$ cat src/logic/dtc_defines.svh
// Register offsets, field positions, reset values and timing counts.
`ifndef DTC_DEFINES_SVH
`define DTC_DEFINES_SVH

// ==========================================================
// Register byte offsets on the Wishbone bus
`define DTC_OFF_RUN_FLAG   8'h00
`define DTC_OFF_MODE       8'h04
`define DTC_OFF_PRESCALE   8'h08
`define DTC_OFF_C0_LOW     8'h0C
`define DTC_OFF_C0_HIGH    8'h10
`define DTC_OFF_C1_LOW     8'h14
`define DTC_OFF_C1_HIGH    8'h18
`define DTC_OFF_INT_STAT   8'h1C
`define DTC_OFF_INT_CLR    8'h20
`define DTC_OFF_INT_EN     8'h24

// ==========================================================
// Field positions: run/flag register (run at 4+2n, flag at 5+2n)
`define DTC_RUN_BIT0       4
`define DTC_OVF_BIT0       5
// Mode register: channel n uses bits 4n+3..4n
`define DTC_MODE_LSB       0
`define DTC_SRC_BIT        2
`define DTC_GATE_BIT       3
`define DTC_CHAN_STRIDE    4

// ==========================================================
// Reset values and timing
`define DTC_RST_BYTE       8'h00
`define DTC_TICK_DIV       4'hC
`define DTC_TICK_LAST      4'hB

`endif

$ cat src/logic/dtc_pkg.sv
// Types shared by the dual timer/counter design files.
`default_nettype none

package dtc_pkg;

  // ========================================================
  // Operating mode field encoding.
  typedef enum logic [1:0] {
    DTC_MODE_13  = 2'b00,
    DTC_MODE_16  = 2'b01,
    DTC_MODE_8R  = 2'b10,
    DTC_MODE_SPL = 2'b11
  } dtc_mode_e;

  typedef logic [7:0] dtc_byte_t;

endpackage : dtc_pkg

`default_nettype wire

$ cat src/logic/dtc_edge_det.sv
// Falling-edge detector for one external event input.
`timescale 1ns/10ps
`default_nettype none

module dtc_edge_det
  import dtc_pkg::*;
(
  // Clock, reset and enable
  input  wire logic clk_i,
  input  wire logic rst_i,
  input  wire logic ce_i,
  // Event pin and detected edge
  input  wire logic pin_i,
  output logic      fall_o
);

  typedef struct packed {
    logic prev;
    logic fall;
  } dtc_edge_s;

  dtc_edge_s st_ff;
  dtc_edge_s nxt_st;

  // ========================================================
  // Sample the pin each clock; a high then low sample is an edge.
  // A level held two clocks is always seen, so rates up to a
  // quarter of the clock are counted without loss.
  always_comb begin
    nxt_st = st_ff;
    if (ce_i) begin
      nxt_st.prev = pin_i;
      nxt_st.fall = st_ff.prev & ~pin_i;
    end
  end

  // ========================================================
  // State register.
  always_ff @(posedge clk_i) begin
    if (rst_i) begin
      st_ff <= '0;
    end else begin
      st_ff <= nxt_st;
    end
  end

  assign fall_o = st_ff.fall;

endmodule : dtc_edge_det

`default_nettype wire

$ cat src/logic/dtc_top.sv
// Dual timer/counter with 13-bit, 16-bit and 8-bit reload modes.
//
// Operation
// Timer function counts ticks of clock divided by one or twelve.
// Counter function counts falling edges on the selected event pin.
// Events are sampled on the clock, rates to a quarter clock.
// External source holds each event level at least two clocks.
// Each channel has a 16-bit count seen as low and high bytes.
// Each channel has its own two-bit mode field, set independently.
// Mode 0 13-bit, 1 16-bit, 2 8-bit reload, 3 split elsewhere.
// 13-bit: high byte upper eight bits, low bits 4..0 lower five.
// 13-bit wrap to zero sets overflow flag and interrupt request.
// Source select 0 counts clock ticks, 1 counts pin falling edges.
// Count only when run is set and gate is clear or gate pin high.
// Setting the run bit leaves the count register unchanged.
// Channel 1 behaves like channel 0 with its own bits.
// 16-bit mode counts all sixteen bits, overflow on wrap to zero.
// Reload mode: low byte wraps, sets flag, reloads from high byte.
// Software loads low byte before enabling reload mode.
// Overflow flag holds until vector acknowledge or software clear.
`timescale 1ns/10ps
`default_nettype none
`include "dtc_defines.svh"

module dtc_top
  import dtc_pkg::*;
#(
  parameter int NCH = 2
)(
  // Clock, reset and clock enable
  input  wire logic        clk_i,
  input  wire logic        rst_i,
  input  wire logic        ce_i,
  // Wishbone classic slave
  input  wire logic        wb_cyc_i,
  input  wire logic        wb_stb_i,
  input  wire logic        wb_we_i,
  input  wire logic [7:0]  wb_adr_i,
  input  wire logic [3:0]  wb_sel_i,
  input  wire logic [31:0] wb_dat_i,
  output logic      [31:0] wb_dat_o,
  output logic             wb_ack_o,
  // External pins
  input  wire logic [1:0]  event_pin_i,
  input  wire logic [1:0]  ext_gate_pin_i,
  // Processor vectored to a channel's interrupt
  input  wire logic [1:0]  vec_ack_i,
  // Status outputs
  output logic [1:0]       overflow_flag_o,
  output logic             irq_o
);

  // ========================================================
  // Whole module state.
  typedef struct packed {
    logic             ack;
    logic [31:0]      rdat;
    logic [1:0]       run_bit;
    logic [1:0]       overflow_flag;
    logic [1:0][1:0]  mode_field;
    logic [1:0]       source_select;
    logic [1:0]       gate_enable;
    logic [1:0]       clock_select_bits;
    dtc_byte_t [1:0]  count_low;
    dtc_byte_t [1:0]  count_high;
    logic [3:0]       pre;
    logic [1:0]       int_stat;
    logic [1:0]       int_en;
    logic             irq;
  } dtc_state_s;

  dtc_state_s st_ff;
  dtc_state_s nxt_st;

  logic [1:0] fall_w;

  // ========================================================
  // One increment step: returns {overflow, high, low}.
  function automatic logic [16:0] step(input dtc_mode_e m,
                                       input dtc_byte_t lo,
                                       input dtc_byte_t hi);
    logic [13:0] s13;
    logic [16:0] s16;
    logic [8:0]  s8;
    s13 = {1'b0, hi, lo[4:0]} + 14'h0001;
    s16 = {1'b0, hi, lo} + 17'h00001;
    s8  = {1'b0, lo} + 9'h001;
    case (m)
      DTC_MODE_13: begin
        // Upper low-byte bits are don't-care; they simply hold.
        step = {s13[13], s13[12:5], lo[7:5], s13[4:0]};
      end
      DTC_MODE_16: begin
        step = s16;
      end
      DTC_MODE_8R: begin
        // Reload value in the high byte is never modified.
        step = {s8[8], hi, s8[8] ? hi : s8[7:0]};
      end
      default: begin
        // Split mode belongs to other logic; the channel holds.
        step = {1'b0, hi, lo};
      end
    endcase
  endfunction : step

  // ========================================================
  // Byte write helper honouring the low byte lane only.
  function automatic dtc_byte_t wbyte(input dtc_byte_t old,
                                      input logic [3:0] sel,
                                      input logic [31:0] dat);
    wbyte = sel[0] ? dat[7:0] : old;
  endfunction : wbyte

  // ========================================================
  // Edge detectors for the two event pins.
  for (genvar g = 0; g < NCH; g++) begin : g_edge
    dtc_edge_det u_edge (
      .clk_i  (clk_i),
      .rst_i  (rst_i),
      .ce_i   (ce_i),
      .pin_i  (event_pin_i[g]),
      .fall_o (fall_w[g])
    );
  end

  // ========================================================
  // Next-state logic: bus, prescaler, counting, flags, interrupt.
  // Bus writes commit at the edge where ack is high, so software
  // loads take priority over a count in that same cycle.
  always_comb begin
    logic        tick12;
    logic        wr;
    logic        rd;
    logic [16:0] nx;
    logic        inc;
    logic [1:0]  ovf_ev;
    logic [31:0] rv;
    tick12 = 1'b0;
    wr     = 1'b0;
    rd     = 1'b0;
    nx     = 17'h00000;
    inc    = 1'b0;
    ovf_ev = 2'b00;
    rv     = 32'h00000000;
    nxt_st = st_ff;

    if (ce_i) begin
      // Shared divide-by-twelve tick generator.
      tick12 = (st_ff.pre == `DTC_TICK_LAST);
      nxt_st.pre = tick12 ? 4'h0 : st_ff.pre + 4'h1;

      // Count both channels.
      for (int i = 0; i < NCH; i++) begin
        if (st_ff.source_select[i]) begin
          inc = fall_w[i];
        end else begin
          inc = st_ff.clock_select_bits[i] | tick12;
        end
        // Gate pin is active high when gating is selected.
        inc = inc & st_ff.run_bit[i] &
              (~st_ff.gate_enable[i] | ext_gate_pin_i[i]);
        if (inc) begin
          nx = step(dtc_mode_e'(st_ff.mode_field[i]),
                    st_ff.count_low[i], st_ff.count_high[i]);
          nxt_st.count_high[i] = nx[15:8];
          nxt_st.count_low[i]  = nx[7:0];
          ovf_ev[i]            = nx[16];
        end
        // Vector acknowledge clears the flag.
        if (vec_ack_i[i]) begin
          nxt_st.overflow_flag[i] = 1'b0;
        end
      end

      // Wishbone: ack one cycle after request, write at ack edge.
      nxt_st.ack = wb_cyc_i & wb_stb_i & ~st_ff.ack;
      wr = wb_cyc_i & wb_stb_i & wb_we_i & st_ff.ack;
      rd = wb_cyc_i & wb_stb_i & ~st_ff.ack;

      if (wr) begin
        case (wb_adr_i)
          `DTC_OFF_RUN_FLAG: begin
            if (wb_sel_i[0]) begin
              // Run bit writes leave the count untouched.
              for (int i = 0; i < NCH; i++) begin
                nxt_st.run_bit[i] =
                  wb_dat_i[`DTC_RUN_BIT0 + 2 * i];
                nxt_st.overflow_flag[i] =
                  wb_dat_i[`DTC_OVF_BIT0 + 2 * i];
              end
            end
          end
          `DTC_OFF_MODE: begin
            if (wb_sel_i[0]) begin
              for (int i = 0; i < NCH; i++) begin
                nxt_st.mode_field[i] = wb_dat_i[
                  `DTC_CHAN_STRIDE * i + `DTC_MODE_LSB +: 2];
                nxt_st.source_select[i] =
                  wb_dat_i[`DTC_CHAN_STRIDE * i + `DTC_SRC_BIT];
                nxt_st.gate_enable[i] =
                  wb_dat_i[`DTC_CHAN_STRIDE * i + `DTC_GATE_BIT];
              end
            end
          end
          `DTC_OFF_PRESCALE: begin
            if (wb_sel_i[0]) begin
              nxt_st.clock_select_bits = wb_dat_i[1:0];
            end
          end
          `DTC_OFF_C0_LOW: begin
            nxt_st.count_low[0] =
              wbyte(st_ff.count_low[0], wb_sel_i, wb_dat_i);
          end
          `DTC_OFF_C0_HIGH: begin
            nxt_st.count_high[0] =
              wbyte(st_ff.count_high[0], wb_sel_i, wb_dat_i);
          end
          `DTC_OFF_C1_LOW: begin
            nxt_st.count_low[1] =
              wbyte(st_ff.count_low[1], wb_sel_i, wb_dat_i);
          end
          `DTC_OFF_C1_HIGH: begin
            nxt_st.count_high[1] =
              wbyte(st_ff.count_high[1], wb_sel_i, wb_dat_i);
          end
          `DTC_OFF_INT_CLR: begin
            if (wb_sel_i[0]) begin
              nxt_st.int_stat = st_ff.int_stat & ~wb_dat_i[1:0];
            end
          end
          `DTC_OFF_INT_EN: begin
            if (wb_sel_i[0]) begin
              nxt_st.int_en = wb_dat_i[1:0];
            end
          end
          default: begin
            // Unmapped or read-only: acknowledged, no effect.
          end
        endcase
      end

      // A new overflow wins over any clear in the same cycle.
      for (int i = 0; i < NCH; i++) begin
        if (ovf_ev[i]) begin
          nxt_st.overflow_flag[i] = 1'b1;
          nxt_st.int_stat[i]      = 1'b1;
        end
      end

      // Read data is captured in the cycle ack rises.
      if (rd && !wb_we_i) begin
        case (wb_adr_i)
          `DTC_OFF_RUN_FLAG: begin
            for (int i = 0; i < NCH; i++) begin
              rv[`DTC_RUN_BIT0 + 2 * i] = st_ff.run_bit[i];
              rv[`DTC_OVF_BIT0 + 2 * i] = st_ff.overflow_flag[i];
            end
          end
          `DTC_OFF_MODE: begin
            for (int i = 0; i < NCH; i++) begin
              rv[`DTC_CHAN_STRIDE * i + `DTC_MODE_LSB +: 2] =
                st_ff.mode_field[i];
              rv[`DTC_CHAN_STRIDE * i + `DTC_SRC_BIT] =
                st_ff.source_select[i];
              rv[`DTC_CHAN_STRIDE * i + `DTC_GATE_BIT] =
                st_ff.gate_enable[i];
            end
          end
          `DTC_OFF_PRESCALE: rv[1:0] = st_ff.clock_select_bits;
          `DTC_OFF_C0_LOW:   rv[7:0] = st_ff.count_low[0];
          `DTC_OFF_C0_HIGH:  rv[7:0] = st_ff.count_high[0];
          `DTC_OFF_C1_LOW:   rv[7:0] = st_ff.count_low[1];
          `DTC_OFF_C1_HIGH:  rv[7:0] = st_ff.count_high[1];
          `DTC_OFF_INT_STAT: rv[1:0] = st_ff.int_stat;
          `DTC_OFF_INT_EN:   rv[1:0] = st_ff.int_en;
          default:           rv      = 32'h00000000;
        endcase
        nxt_st.rdat = rv;
      end else if (rd) begin
        nxt_st.rdat = 32'h00000000;
      end

      // Level interrupt from enabled sticky status, registered.
      nxt_st.irq = |(nxt_st.int_stat & nxt_st.int_en);
    end
  end

  // ========================================================
  // State register; clock enable low freezes everything.
  always_ff @(posedge clk_i) begin
    if (rst_i) begin
      st_ff <= '0;
    end else begin
      st_ff <= nxt_st;
    end
  end

  // ========================================================
  // Outputs straight from the state register.
  assign wb_dat_o        = st_ff.rdat;
  assign wb_ack_o        = st_ff.ack;
  assign overflow_flag_o = st_ff.overflow_flag;
  assign irq_o           = st_ff.irq;

endmodule : dtc_top

`default_nettype wire

$ cat config.mk
export PLATFORM = sky130hd
export DESIGN_NAME = dtc_top
export DESIGN_NICKNAME = d
export VERILOG_FILES = /design/src/logic/dtc_pkg.sv /design/src/logic/dtc_edge_det.sv /design/src/logic/dtc_top.sv
export VERILOG_INCLUDE_DIRS = /design/src /design/src/logic
export SDC_FILE = /design/constraint.sdc
export NUM_CORES = 1
export LEC_CHECK = 0
export BUFFER_PORTS_ARGS = -buffer_cell sky130_fd_sc_hd__buf_2
export CAP_MARGIN = 5
export CORE_MARGIN = 2
export CORE_UTILIZATION = 50
export CTS_CLUSTER_SIZE = 28
export DETAILED_ROUTE_END_ITERATION = 8
export PLACE_DENSITY = 0.74
export SYNTH_ARGS = -nofsm -noshare
export SYNTH_HDL_FRONTEND = slang
export SYNTH_SLANG_ARGS = --single-unit
$ cat constraint.sdc
create_clock -name clk_i -period 2.96 [get_ports clk_i]
set_input_delay 0 -clock clk_i [delete_from_list [all_inputs] [get_ports clk_i]]
set_output_delay 0 -clock clk_i [all_outputs]
set_load 0.01 [all_outputs]
Word level (Yosys, flattened, before mapping)
Index checks and enable logic that the tools add are counted.
{"block": "word_totals", "regBits": 92, "input_bits": 56, "out_inout_bits": 36, "wordCells": 131}
{"block": "classes", "n_addsub": 7, "eq_ne": 18, "n_mux": 48, "n_bitwise": 22, "reduce_logical": 15}
{"cell": "two-way mux 8 bit", "count": 13}
{"cell": "case mux 17 bit (3 select lines)", "count": 2}
{"cell": "two-way mux 32 bit", "count": 2}
{"cell": "two-way mux 44 bit", "count": 1}
{"cell": "adder 16 x 1 -> 17 bit (second input constant)", "count": 2}
{"cell": "== test 8 x 5 -> 1 bit (second input constant)", "count": 4}
{"cell": "adder 13 x 1 -> 14 bit (second input constant)", "count": 2}
{"cell": "case mux 4 bit (6 select lines)", "count": 1}
{"cell": "adder 8 x 1 -> 9 bit (second input constant)", "count": 2}
{"cell": "== test 8 x 4 -> 1 bit (second input constant)", "count": 2}
{"cell": "== test 8 x 6 -> 1 bit (second input constant)", "count": 2}
{"cell": "two-way mux 1 bit", "count": 16}
{"cell": "two-way mux 2 bit", "count": 8}
{"cell": "case mux 2 bit (8 select lines)", "count": 1}
{"cell": "two-way mux 4 bit", "count": 3}
{"cell": "!= test 3 bit (second input constant)", "count": 4}
{"cell": "AND reduction 4 bit", "count": 3}
{"cell": "bitwise AND 1 bit", "count": 10}
{"cell": "case mux 2 bit (5 select lines)", "count": 1}
{"cell": "AND reduction 2 bit", "count": 5}
{"cell": "== test 8 x 3 -> 1 bit (second input constant)", "count": 1}
{"cell": "logical NOT 8 bit", "count": 1}
{"cell": "inverter 1 bit", "count": 5}
{"cell": "adder 4 x 1 -> 4 bit (second input constant)", "count": 1}
{"cell": "other kinds (11)", "count": 18}

Logic depth before layout (Yosys ltp)
{"block": "depth", "depth_word": 12, "depth_mapped": 9, "ltp_nobuf": 7}

By module
From an unflattened synthesis, not the netlist that was laid out.
{"block": "hier_totals", "cells_unflattened": 741, "area_unflattened_um2": 5357.6}
{"module": "dtc_top", "n_inst": 1, "cells_per_inst": 727, "area_per_inst_um2": 5205.0, "seq_area_each_um2": 1281.2}
{"module": "dtc_edge_det", "n_inst": 2, "cells_per_inst": 7, "area_per_inst_um2": 76.3, "seq_area_each_um2": 40.0}

Worst setup path after synthesis
Ideal clock, no wire load.
{"block": "synth_timing", "path_kind": "register to register", "startpoint": "register st_ff[33] (netlist bit)", "endpoint": "register st_ff[38] (netlist bit)", "setup_ns": 0.134, "arrival_ns": 1.990, "t_required_ns": 2.826, "path_slack_ns": 0.837, "path_stages_with_launch": 9, "path_buffers": 1, "synth_period_minus_slack_ns": 2.123, "path_cell_list": "dfxtp_1 ha_1 nand4_1 or2_2 clkbuf_1 a21oi_1 o41ai_1 a221oi_1 o32ai_1"}
{"block": "synth_via", "elab_chain_cells": 6, "word_cells_on_any_way": 7, "cone_classes": "add/sub: 2; mux: 5"}
{"element": "start: declaration", "line": "dtc_top.sv:72", "text": "dtc_state_s st_ff;"}
{"element": "start signal: assignment", "line": "dtc_top.sv:295", "text": "st_ff <= nxt_st;"}
{"element": "adder 8 x 1 -> 9 bit", "line": "dtc_top.sv:87", "text": "s8 = {1'b0, lo} + 9'h001;"}
{"element": "two-way mux 8 bit", "line": "dtc_top.sv:98", "text": "step = {s8[8], hi, s8[8] ? hi : s8[7:0]};"}
{"element": "case mux 17 bit (3 select lines) *", "line": "dtc_top.sv:88", "text": "case (m)"}
{"element": "two-way mux 8 bit *", "line": "dtc_top.sv:163", "text": "if (inc) begin"}
{"element": "two-way mux 8 bit", "line": "dtc_top.sv:182", "text": "case (wb_adr_i)"}
{"element": "two-way mux 44 bit *", "line": "dtc_top.sv:181", "text": "if (wr) begin"}
Every way passes the cells marked *; elsewhere a longest branch is shown, timed or not.
A chain may end at the register's enable or synchronous reset.

Final worst setup path
{"block": "layout_timing", "startpoint": "register st_ff[25] (netlist bit)", "endpoint": "register st_ff (netlist bit irq_o)"}
{"block": "layout_via", "elab_chain_cells": 8, "word_cells_on_any_way": 10, "cone_classes": "add/sub: 3; mux: 5; bitwise: 1; reduce/logical: 1"}
{"element": "adder 16 x 1 -> 17 bit, or another cell as far along", "line": "dtc_top.sv:86", "text": "s16 = {1'b0, hi, lo} + 17'h00001;"}
{"element": "case mux 17 bit (3 select lines) *", "line": "dtc_top.sv:88"}
{"element": "two-way mux 1 bit *", "line": "dtc_top.sv:163"}
{"element": "two-way mux 1 bit *", "line": "dtc_top.sv:148", "text": "if (ce_i) begin"}
{"element": "two-way mux 1 bit *", "line": "dtc_top.sv:245", "text": "if (ovf_ev[i]) begin"}
{"element": "two-way mux 1 bit *", "line": "dtc_top.sv:148"}
{"element": "bitwise AND 2 bit *", "line": "dtc_top.sv:285", "text": "nxt_st.irq = |(nxt_st.int_stat & nxt_st.int_en);"}
{"element": "OR reduction 2 bit *", "line": "dtc_top.sv:285"}
Every way passes the cells marked *; elsewhere a longest branch is shown, timed or not. The select of a mux whose other input is x is not followed.

==> run summary <==
The number of enable-type register cells in the synthesized netlist came out at 0. The I/O pin total is just over 90. For this run, the register share of the synthesized area comes to 0.261. In this design, the stage delay of the slowest critical-path cell is 590 ps.

The run finished, with violations left. Traced cell by cell, the critical path runs through ha_1 -> nand4_2 -> nor3_1 -> o21ai_0 -> o31ai_1 -> a22oi_1 -> o32ai_1. The estimated wirelength of the detail-placed design is roughly 13 mm. The floorplan step defined a die boundary enclosing 0.0113 mm².

The Yosys step of the flow raised 0 warnings. The critical path in this run is classified as register to register. The post-layout instance count excluding filler cells is 858.

The slowest cell on the critical path is sky130_fd_sc_hd__o31ai_1. The clock network latency to the later pin of the worst-skew pair came out at 350 ps. The worst ir drop on vdd came out at 0.000227 V. The count of antenna-violating nets left after detailed routing is 0. The die boundary height came out at 106 µm. In the final routed layout, each cell accounts on average for 20.9 µm. The post-cts gate resize count came out at 0. The total number of placement rows came out at 37. The worst clock skew is 12.1 ps. The total count of max-transition violations in the final report is 0.

The instance area at placement is 0.00527 mm². The required time at the endpoint of the critical path is 3210 ps. For this design the ratio of total power to cell area is 353 mW/mm². The sink count of the clock tree is just under 70. The buffers inserted during post-CTS setup optimization is 0.

The placeable core area is 0.0102 mm². The count of cell types in the netlist came out at 78. The number of buffers created by CTS is 9.

The synthesis-to-finish area growth is 5.54%. The fraction of final layout cells with drive strength greater than 1 came out at 0.125. After clock tree synthesis, the clock-pin slew on the worst setup and hold paths is about 80 ps. For the pin with the worst max-slew slack, the measured transition is 836 ps.

The post-synthesis register bit count came out at 68. The post-detailed-route via-to-cell ratio is around 7. The iteration count of the initial detailed-routing pass came out at 9.

The initial core utilization came out at 0.510. Summed over all failing endpoints, the final setup total negative slack is 0 ps. The number of buffers added on ports is 40. The number of violations of the max-capacitance limit is 0. The clock root buffer is sky130_fd_sc_hd__clkbuf_8. The highest net fanout along the worst path came out at 8. The post-detailed-routing wire length came out at 18.0 mm.

The tightest min-delay check is of the input pin to register type. The hold violation total from the final report came to 0. The top achievable clock speed came out at 0.374 GHz. The worst setup timing slack at the placement stage came out at about 400 ps. The largest buffer count on any clock path is 2. Setup repair after global routing left no endpoint under its margin.

The width of the die is 106 µm. The design draws about 1900 µW. The number of vias after detailed routing came out at 5,866. The static leakage is 0.00180 µW. The area of all placed cells without fillers came out at 0.00551 mm². The largest net degree at the start of global routing came out at 58. The number of global-route vias before repair is roughly 5.4k. The per-instance average area after synthesis is 7.29 µm². The overall track demand over capacity in global routing is 0.319.

STA classifies the critical path startpoint as a register. The checks that failed: DRC. The detailed router's first-iteration violation count is 716. After technology mapping, the gate count stands at 716. The worst setup path is captured at a register. The number of antenna violations at the first check in global routing is 0.

The post-synthesis cell area is 0.00522 mm². The wire length of the first global-routing pass came out at 28.4 mm. The DRC violation count after routing is 1.

The clock tree from TritonCTS is done. After detailed placement, the design holds a cell count of approximately 840. Routability-driven placement finished with a final weighted congestion of 0.990. The count of antenna diodes in the layout came out at 0. For the worst setup path, the data arrival time is 2930 ps. Of all flip-flops after synthesis, the portion carrying an async set or reset was 0. The slack of the critical path is between 200 and 300 ps. The normalized max-slew margin came out at 0.438.

The global route total overflow came out at 0. The worst path needs 2680 ps of the cycle, external delays included. In the final design database the tool counted 776 nets. Setup violations remaining at the end of the flow were counted as 0. Dividing the final minimum period by the clock period gives 0.904. The main flop type after synthesis is sky130_fd_sc_hd__dfxtp_1. The clock tree synthesis step divided the H-tree into 3 levels. The number of buffers inserted for hold repair after clock tree synthesis came out at 4.
==> flip-flops by register name, indices dropped and copies added (netlist names) <==
signal and count:
overflow_flag_o 2, wb_dat_o 8, st_ff 52, wb_ack_o 1, g_edge.u_edge.fall_o 2, g_edge.u_edge.st_ff 2, irq_o 1
==> metrics by stage <==
| stage | hold slack (ps) | util |
|---|---|---|
| 2_1_floorplan | 117 | - |
| 3_3_place_gp | 254 | 0.515 |
| 3_5_place_dp | 266 | 0.515 |
| 4_1_cts | 2.60 | 0.538 |
| 5_1_grt | 12.7 | 0.538 |
| 6_report | 10.2 | 0.538 |
==> synth_stat cells, types with 6 or more instances <==
cell type	number	area share
sky130_fd_sc_hd__nand2_1	80	0.058
sky130_fd_sc_hd__dfxtp_1	68	0.26
sky130_fd_sc_hd__nor2_1	61	0.044
sky130_fd_sc_hd__a21oi_1	56	0.054
sky130_fd_sc_hd__o21ai_0	37	0.035
sky130_fd_sc_hd__buf_4	36	0.052
sky130_fd_sc_hd__clkbuf_1	36	0.026
sky130_fd_sc_hd__nand3_1	34	0.033
sky130_fd_sc_hd__nor3_1	34	0.033
sky130_fd_sc_hd__a22oi_1	20	0.029
sky130_fd_sc_hd__mux2i_1	16	0.031
sky130_fd_sc_hd__nor4_1	15	0.018
sky130_fd_sc_hd__inv_1	13	0.0094
sky130_fd_sc_hd__or3_1	12	0.014
sky130_fd_sc_hd__a31oi_1	10	0.012
sky130_fd_sc_hd__nand4_1	9	0.011
sky130_fd_sc_hd__a211oi_1	8	0.012
sky130_fd_sc_hd__a221oi_1	8	0.013
sky130_fd_sc_hd__buf_1	8	0.0058
sky130_fd_sc_hd__nand2b_1	8	0.0096
sky130_fd_sc_hd__buf_2	7	0.0067
sky130_fd_sc_hd__o221ai_1	7	0.012
sky130_fd_sc_hd__o22ai_1	7	0.0084
sky130_fd_sc_hd__and3_1	6	0.0072
==> logic make-up (layout without fill, tap and decap cells) <==
logic type | Yosys count | in the layout | synth area share
simple gates | 299 | 299 | 0.294
compound gates | 216 | 216 | 0.285
buf+inv | 104 | 87 | 0.107
flops | 68 | 68 | 0.261
mux | 17 | 17 | 0.0328
xor+xnor | 8 | 8 | 0.0134
fa+ha+maj | 3 | 3 | 0.00719
other cells | 1 | 24 | 0.000719
==> layer usage <==
metal  vias up  share of wire  global-route usage
met3       110           0.12              0.0662
met2       403           0.44               0.491
li1       2642              -                   -
met4         0          0.057               0.183
met1      2711           0.38               0.412
met5         -              0                   0
==> final timing paths <==
kind,end,start,slack (ps),depth (start not counted)
setup / recovery,irq_o,st_ff[25],280,7
hold / removal,st_ff[50],wb_dat_i[5],10,3
setup reg to reg,irq_o,st_ff[25],280,7
hold reg to reg,wb_dat_o[5],wb_dat_o[5],470,2
==> cell type report <==
class / instances / area, µm²
inverter: 14 / 52.6
clock inverter: 7 / 75.1
multi-input combinational: 567 / 3390
timing repair buffer: 57 / 338
sequential: 68 / 1360
fill: 992 / 4720
clock buffer: 9 / 124
tap: 136 / 170
==> critical path, delay by kind of cell, from the launching register on <==
family | cells | cell delay, ps
flops | 1 | 480
simple gates | 2 | 550
fa+ha+maj | 1 | 280
compound gates | 4 | 1260
==> cell usage in the layout, fill, tap and decap left out, types with 10 or more instances in the layout <==
cell	instances
sky130_fd_sc_hd__inv_1	13
sky130_fd_sc_hd__buf_2	40
sky130_fd_sc_hd__buf_4	13
sky130_fd_sc_hd__o21ai_0	37
sky130_fd_sc_hd__or3_1	12
sky130_fd_sc_hd__mux2i_1	16
sky130_fd_sc_hd__a21oi_1	56
sky130_fd_sc_hd__nor2_1	61
sky130_fd_sc_hd__nor3_1	34
sky130_fd_sc_hd__a22oi_1	20
sky130_fd_sc_hd__nand3_1	34
sky130_fd_sc_hd__nor4_1	15
sky130_fd_sc_hd__a31oi_1	10
sky130_fd_sc_hd__nand2_1	80
sky130_fd_sc_hd__dfxtp_1	68
sky130_fd_sc_hd__conb_1	24
==> report_power, final <==
part	switching [µW]	leakage (µW)	total, µW	internal, µW
sequential	12.8	0.000550	937	924
combinational	142	0.00114	199	56.8
clock	410	0.000104	806	395
total	565	0.00180	1940	1380
Note: power is estimated with default switching activity, not from simulation.
